<file path="src/core/rate_gen_pkg.sv">
// package with register map, field positions and reset values of the rate generator
package rate_gen_pkg;
    // register byte addresses on the apb bus
    localparam logic [11:0] OFS_DIV_LOW    = 12'h000;
    localparam logic [11:0] OFS_DIV_HIGH   = 12'h004;
    localparam logic [11:0] OFS_TX_STATUS  = 12'h008;
    localparam logic [11:0] OFS_BAUD_CTRL  = 12'h00C;
    localparam logic [11:0] OFS_TICK_COUNT = 12'h010;
    // field positions
    localparam int SYNC_MODE_BIT   = 4;  // transmit_status_control
    localparam int HIGH_SPEED_BIT  = 2;  // transmit_status_control
    localparam int WIDE_DIV_BIT    = 3;  // baud_control
    // reset values
    localparam logic [7:0]  DIV_LOW_RST    = 8'h00;
    localparam logic [7:0]  DIV_HIGH_RST   = 8'h00;
    localparam logic [7:0]  TX_STATUS_RST  = 8'h00;
    localparam logic [7:0]  BAUD_CTRL_RST  = 8'h00;
    localparam logic [15:0] COUNT_RST      = 16'h0000;
    localparam logic [31:0] RDATA_RST      = 32'h0000_0000;
    localparam logic [5:0]  PRESCALE_RST   = 6'h00;
    // prescale terminal values: divide by 64, 16, 4
    localparam logic [5:0]  PRE_DIV64      = 6'h3F;
    localparam logic [5:0]  PRE_DIV16      = 6'h0F;
    localparam logic [5:0]  PRE_DIV4       = 6'h03;
endpackage

</file>
<file path="src/core/uart_baud_rate_generator.sv">
// apb-attached baud rate generator producing the serial bit clock tick
// Functional notes
// - high divisor byte register holds bits 15:8
// - divisor n is high byte concatenated low
// - narrow mode leaves the high byte out of the divisor
// - writing high byte restarts the counter
// - writing low byte restarts the counter
// - async narrow normal speed: fosc/(64(n+1))
// - async wide normal speed: fosc/(16(n+1))
// - synchronous mode: fosc/(4(n+1)) always
`timescale 1ns/10ps
module uart_baud_rate_generator
    import rate_gen_pkg::*;
(
    input  wire logic        clk_i,      // system clock, 125 MHz
    input  wire logic        srst_i,     // synchronous reset, active high
    input  wire logic        psel_i,     // apb select
    input  wire logic        penable_i,  // apb access phase
    input  wire logic        pwrite_i,   // apb direction
    input  wire logic [11:0] paddr_i,    // apb byte address
    input  wire logic [31:0] pwdata_i,   // apb write data
    output logic      [31:0] prdata_o,   // apb read data
    output logic             pready_o,   // apb ready, always one
    output logic             pslverr_o,  // apb error on unmapped address
    output logic             bit_tick_o  // one-cycle bit clock pulse
);

    // register state
    logic [7:0]  div_low_ff;      // divisor_low_byte
    logic [7:0]  div_high_ff;     // divisor_high_byte
    logic [7:0]  tx_status_ff;    // transmit_status_control
    logic [7:0]  baud_ctrl_ff;    // baud_control
    logic [7:0]  nxt_div_low;
    logic [7:0]  nxt_div_high;
    logic [7:0]  nxt_tx_status;
    logic [7:0]  nxt_baud_ctrl;
    // read data state, captured in the setup cycle
    logic [31:0] prdata_ff;       // read word held through access
    logic [31:0] nxt_prdata;      // next read word
    logic [31:0] rd_word;         // selected register word
    // counter state
    logic [5:0]  pre_ff;          // prescale counter
    logic [15:0] cnt_ff;          // divisor counter
    logic        tick_ff;         // registered tick
    logic [15:0] ticks_ff;        // count of ticks, read back
    logic [5:0]  nxt_pre;
    logic [15:0] nxt_cnt;
    logic        nxt_tick;
    logic [15:0] nxt_ticks;
    // decode helpers
    logic        wr_en;           // write taken this cycle
    logic        rd_setup;        // setup cycle of a transfer
    logic        restart;         // divisor write seen
    logic [15:0] divisor;         // effective n
    logic [5:0]  pre_top;         // prescale terminal value
    logic        sync_mode;
    logic        high_speed;
    logic        wide_div;

    // address decode used by the error flag on reads and writes
    // the tick count address is mapped but read only
    function automatic logic addr_mapped(input logic [11:0] a);
        addr_mapped = (a == OFS_DIV_LOW) || (a == OFS_DIV_HIGH) ||
                      (a == OFS_TX_STATUS) || (a == OFS_BAUD_CTRL) ||
                      (a == OFS_TICK_COUNT);
    endfunction

    // handshake: zero wait states, every access ends in its first
    // access cycle; the error flag only stands during the access phase
    assign pready_o  = 1'b1;
    assign pslverr_o = psel_i && penable_i && !addr_mapped(paddr_i);
    assign wr_en     = psel_i && penable_i && pwrite_i;
    assign rd_setup  = psel_i && !penable_i;

    // configuration selects
    // mode changes take effect without restarting the counter
    assign sync_mode  = tx_status_ff[SYNC_MODE_BIT];
    assign high_speed = tx_status_ff[HIGH_SPEED_BIT];
    assign wide_div   = baud_ctrl_ff[WIDE_DIV_BIT];

    // register next values
    // only the low byte of the write data is stored
    // writes to the tick count or unmapped addresses are dropped
    always_comb begin
        nxt_div_low   = div_low_ff;
        nxt_div_high  = div_high_ff;
        nxt_tx_status = tx_status_ff;
        nxt_baud_ctrl = baud_ctrl_ff;
        if (wr_en) begin
            case (paddr_i)
                OFS_DIV_LOW:   nxt_div_low   = pwdata_i[7:0];
                OFS_DIV_HIGH:  nxt_div_high  = pwdata_i[7:0];
                OFS_TX_STATUS: nxt_tx_status = pwdata_i[7:0];
                OFS_BAUD_CTRL: nxt_baud_ctrl = pwdata_i[7:0];
                default:       nxt_div_low   = div_low_ff;
            endcase
        end
    end

    // register storage
    // every control register clears to zero on reset
    always_ff @(posedge clk_i) begin
        if (srst_i) begin
            div_low_ff   <= DIV_LOW_RST;
            div_high_ff  <= DIV_HIGH_RST;
            tx_status_ff <= TX_STATUS_RST;
            baud_ctrl_ff <= BAUD_CTRL_RST;
        end else begin
            div_low_ff   <= nxt_div_low;
            div_high_ff  <= nxt_div_high;
            tx_status_ff <= nxt_tx_status;
            baud_ctrl_ff <= nxt_baud_ctrl;
        end
    end

    // read mux, selects the word of the addressed register
    always_comb begin
        rd_word = RDATA_RST;
        case (paddr_i)
            OFS_DIV_LOW:    rd_word = {24'h00_0000, div_low_ff};
            OFS_DIV_HIGH:   rd_word = {24'h00_0000, div_high_ff};
            OFS_TX_STATUS:  rd_word = {24'h00_0000, tx_status_ff};
            OFS_BAUD_CTRL:  rd_word = {24'h00_0000, baud_ctrl_ff};
            OFS_TICK_COUNT: rd_word = {16'h0000, ticks_ff};     // read only
            default:        rd_word = RDATA_RST;                // unmapped reads zero
        endcase
    end

    // read word taken at the end of the setup cycle, so the access
    // cycle sees a flip-flop output and still needs no wait state;
    // a tick count read shows the count as the setup cycle ended
    always_comb begin
        nxt_prdata = prdata_ff;             // hold through the access
        if (rd_setup) begin
            nxt_prdata = rd_word;           // capture on setup
        end
    end

    // read data storage
    always_ff @(posedge clk_i) begin
        if (srst_i) begin
            prdata_ff <= RDATA_RST;
        end else begin
            prdata_ff <= nxt_prdata;
        end
    end

    // read data leaves straight from its flip-flop
    assign prdata_o = prdata_ff;

    // divisor write restarts counting
    // either divisor byte restarts prescaler and counter together
    assign restart = wr_en && ((paddr_i == OFS_DIV_HIGH) ||
                               (paddr_i == OFS_DIV_LOW));

    // effective divisor: high byte only in wide mode
    // narrow mode forces the upper byte to zero
    assign divisor = wide_div ? {div_high_ff, div_low_ff}
                              : {8'h00, div_low_ff};

    // prescale selection per mode
    // synchronous mode ignores the high speed select
    // terminal value is the prescale ratio minus one
    always_comb begin
        if (sync_mode) begin
            pre_top = PRE_DIV4;
        end else if (!high_speed) begin
            pre_top = wide_div ? PRE_DIV16 : PRE_DIV64;
        end else begin
            pre_top = wide_div ? PRE_DIV4 : PRE_DIV16;
        end
    end

    // counter next values: prescale then divisor count of n+1
    // restart wins over counting in the same cycle
    // the >= compares also end a count left above a smaller new top
    // after a mode change, so the chain never runs away
    always_comb begin
        nxt_pre   = pre_ff;
        nxt_cnt   = cnt_ff;
        nxt_tick  = 1'b0;
        nxt_ticks = ticks_ff;
        if (restart) begin
            nxt_pre = PRESCALE_RST;
            nxt_cnt = COUNT_RST;
        end else if (pre_ff >= pre_top) begin
            nxt_pre = PRESCALE_RST;
            if (cnt_ff >= divisor) begin
                nxt_cnt   = COUNT_RST;
                nxt_tick  = 1'b1;
                nxt_ticks = ticks_ff + 16'h0001;
            end else begin
                nxt_cnt = cnt_ff + 16'h0001;
            end
        end else begin
            nxt_pre = pre_ff + 6'h01;
        end
    end

    // counter storage
    // tick and tick count clear on reset
    // no tick is issued while reset is held
    always_ff @(posedge clk_i) begin
        if (srst_i) begin
            pre_ff   <= PRESCALE_RST;
            cnt_ff   <= COUNT_RST;
            tick_ff  <= 1'b0;
            ticks_ff <= COUNT_RST;
        end else begin
            pre_ff   <= nxt_pre;
            cnt_ff   <= nxt_cnt;
            tick_ff  <= nxt_tick;
            ticks_ff <= nxt_ticks;
        end
    end

    // tick leaves straight from its flip-flop
    // one clock wide, once per bit period
    assign bit_tick_o = tick_ff;

endmodule

</file>
<file path="config.mk">
export PLATFORM = sky130hd
export DESIGN_NAME = uart_baud_rate_generator
export DESIGN_NICKNAME = d
export VERILOG_FILES = /design/src/core/rate_gen_pkg.sv /design/src/core/uart_baud_rate_generator.sv
export SDC_FILE = /design/constraint.sdc
export NUM_CORES = 1
export LEC_CHECK = 0
export BUFFER_PORTS_ARGS = -buffer_cell sky130_fd_sc_hd__buf_2
export CORE_MARGIN = 2
export CORE_UTILIZATION = 35
export CTS_CLUSTER_DIAMETER = 100
export DETAILED_ROUTE_END_ITERATION = 10
export PLACE_DENSITY_LB_ADDON = 0.05
export SLEW_MARGIN = 20
export SYNTH_ARGS = -nofsm -noshare
export SYNTH_HDL_FRONTEND = slang
export SYNTH_SLANG_ARGS = --single-unit
</file>
<file path="constraint.sdc">
create_clock -name clk_i -period 2.4 [get_ports clk_i]
set_clock_uncertainty 0.15 [all_clocks]
set_input_delay 0 -clock clk_i [delete_from_list [all_inputs] [get_ports clk_i]]
set_output_delay 0 -clock clk_i [all_outputs]
set_load 0.03 [all_outputs]
</file>
==> out/qor.txt <==
outcome - finished, violations left
violated checks - negative setup slack
core area - 0.0126 sq mm
Power Density - 516 mW/mm^2
H-tree depth - 3
post-route worst setup slack - -0.194 ns
Seq/Total Area, Yosys - 0.385
Area Growth Syn to Fin - 37.7%
critical path endpoint category - flop
vias in the first global route - 3845
vias after detailed routing - 4053
Worst Hold Class - primary input to flop
Cell Area, Synth - 0.00453 sq mm
Starting Density - 0.359
VDD IR max - 0.000371 V
R2R cell count - 8
drt pass-1 iters - 6
Yosys top cell by area - dfxtp_1
Final Net Count - 705
Final Hold Vio Count - 0
cell row count - 41
ys async rst share - 0
finished layout cell area - 0.00623 sq mm
clock transition at the registers of the reported paths - 0.07 ns
setup violators final - 30
n_diodes - 0
drt first-iter violations - 239
area share of the largest cell type after synthesis - 0.385
gpl congestion - 0.787
f_max - 386 MHz
total gr overflow - 0
wirelength, routed - 13000 um
Final TNS setup - -3.71 ns
CP max FO - 6
fin crit period - 2.59 ns
CTS tree - yes
predominant post-synthesis flop cell - dfxtp_1
commonest non-fill, non-tap cell in the layout - dfxtp_1
Port Buffers - 42
WP data required - 2.53 ns
fraction of layout cells with a size suffix above 1 - 0.346
Yosys cell types - 52
Chip Width - 118 um
wire per inst - 16.0 um
Worst slew margin - 0.555
FF+latch count, synth - 87
Post-Synthesis Cells - 527
hpwl dp - 9160 um
DRC Markers - 0
pins over their slew limit - 0
die height - 118 um
I/O Pins - 84
Longest Clk Path Bufs - 2
Vias/cell - 5.00
hold path cells - 4
Antenna Violating Nets Remaining - 0
unrepaired setup endpoints after global routing - yes
clk_lat worst skew - 0.35 ns
CTS buffer count - 9
most frequent cells in the layout - dfxtp_1, nor2_1, buf_4
max cap viols - 0
GRT Util Overall - 0.192
CP Class - flop to flop
# fillers - 1257
Startpoint Class - flop
initial antenna violation count - 0
Leakage - 2.41 nW
global-route wire length before repair - 21000 um
Root Driver - clkbuf_16
critical path data arrival time - 2.72 ns
largest net degree at the start of global routing - 40
Post-synth EDFFs - 0
top cells by area, synth - dfxtp_1, ha_1, nor2_1
synthesized area per cell - 8.59 sq um
DP Area - 0.00524 sq mm
fin crit share - 1.08
slew at the pin closest to its max-slew limit - 0.667 ns
synthesis warning total - 0
clk sinks - 87
die area - 0.0139 sq mm
routing by layer:
| layer | track usage | vias to the layer above | wire length [um] |
|---|---|---|---|
| met4 | 0.0693 | 0 | 250 |
| met2 | 0.319 | 69 | 6360 |
| met5 | 0 | - | 0 |
| met3 | 0.0325 | 16 | 365 |
| met1 | 0.250 | 1913 | 5980 |
| li1 | - | 2055 | - |
critical path, stage by stage, from the launching register on:
cell     delay, ns
dfxtp_4       0.36
or3_4         0.40
ha_4          0.28
and3_4        0.17
a221o_2       0.27
buf_6         0.16
nand2_2       0.06
or4_4         0.52
a21oi_2       0.13
power breakdown:
| part | switching [mW] | leakage [nW] | total (mW) | internal (mW) |
|---|---|---|---|---|
| logic | 0.142 | 1.55 | 0.202 | 0.0607 |
| registers | 0.00685 | 0.704 | 1.46 | 1.45 |
| clock network | 0.628 | 0.157 | 1.55 | 0.925 |
metrics by stage:
step	util	hold slack [ns]	instances	power [mW]	setup slack, ns
floorplan	-	-0.0140	542	1.63	-0.0396
global placement	0.415	0.138	768	1.68	-0.284
detailed placement	0.415	0.145	768	1.68	-0.253
CTS	0.477	0.000433	806	3.26	-0.146
global route	0.494	0.0407	810	3.34	-0.289
finish	0.494	0.0185	810	3.22	-0.194
registers in the layout, summed over array words and instances (netlist names):
name          cells
tx_status_ff      8
prdata_o         16
cnt_ff           16
div_high_ff       8
div_low_ff        8
ticks_ff         16
pre_ff            6
baud_ctrl_ff      8
bit_tick_o        1
worst paths after layout:
kind | start | endpoint | slack [ns]
setup / recovery | baud_ctrl_ff[3]$_SDFFE_PP0P_ | ticks_ff[12]$_SDFFE_PP0P_ | -0.19
hold / removal | psel_i | prdata_o[10]$_SDFFE_PP0P_ | 0.02
setup reg to reg | baud_ctrl_ff[3]$_SDFFE_PP0P_ | ticks_ff[12]$_SDFFE_PP0P_ | -0.19
hold reg to reg | pre_ff[0]$_SDFF_PP0_ | pre_ff[0]$_SDFF_PP0_ | 0.29
kinds of logic (layout without fill, tap and decap cells):
kind of cell,count (synthesis),after routing,synth area share
and+or+nand+nor,211,213,0.235
other,2,17,0.00166
xor gates and xnor gates,20,20,0.0387
muxes,26,26,0.0602
adders and majority gates,23,23,0.0635
DFF,87,87,0.385
AOI/OAI and AO/OA,104,104,0.148
buffers and inverters,54,148,0.0685
final cells by class:
class | count | area [sq um] | share of cell area
clock buffer | 9 | 225 | 0.0361
clock inverter | 7 | 103 | 0.0165
inverter | 13 | 48.8 | 0.00783
multi-input combinational | 403 | 3010 | 0.482
sequential | 87 | 1750 | 0.281
tap | 172 | 215 | 0.0345
timing repair buffer | 119 | 885 | 0.142
synthesized netlist by cell type, drive strengths merged (2+ instances only):
library cell / count
clkbuf: 15
or3: 6
or4: 6
mux2i: 16
nand2b: 2
nand3: 31
a2111oi: 2
a21oi: 44
nor4: 3
mux2: 10
dfxtp: 87
nor3b: 3
nand2: 53
o31ai: 6
and3: 8
o21ai: 19
nor3: 8
inv: 13
nor2: 73
a221oi: 9
a211oi: 9
nor2b: 3
ha: 23
a21o: 3
xor2: 6
conb: 2
nand4b: 2
buf: 26
nand4: 10
xnor2: 14
a22oi: 8
timing repair:
| action | CTS | global route |
|---|---|---|
| pin swaps | 36 | 29 |
| setup buffers | 9 | 7 |
| hold buffers | 9 | 0 |
| resized for setup | 51 | 46 |
| endpoints found under the hold margin | 32 | 0 |
| cloned | 4 | 0 |
| setup endpoints to repair | 32 | 35 |
Note: power is estimated with default switching activity, not from simulation.
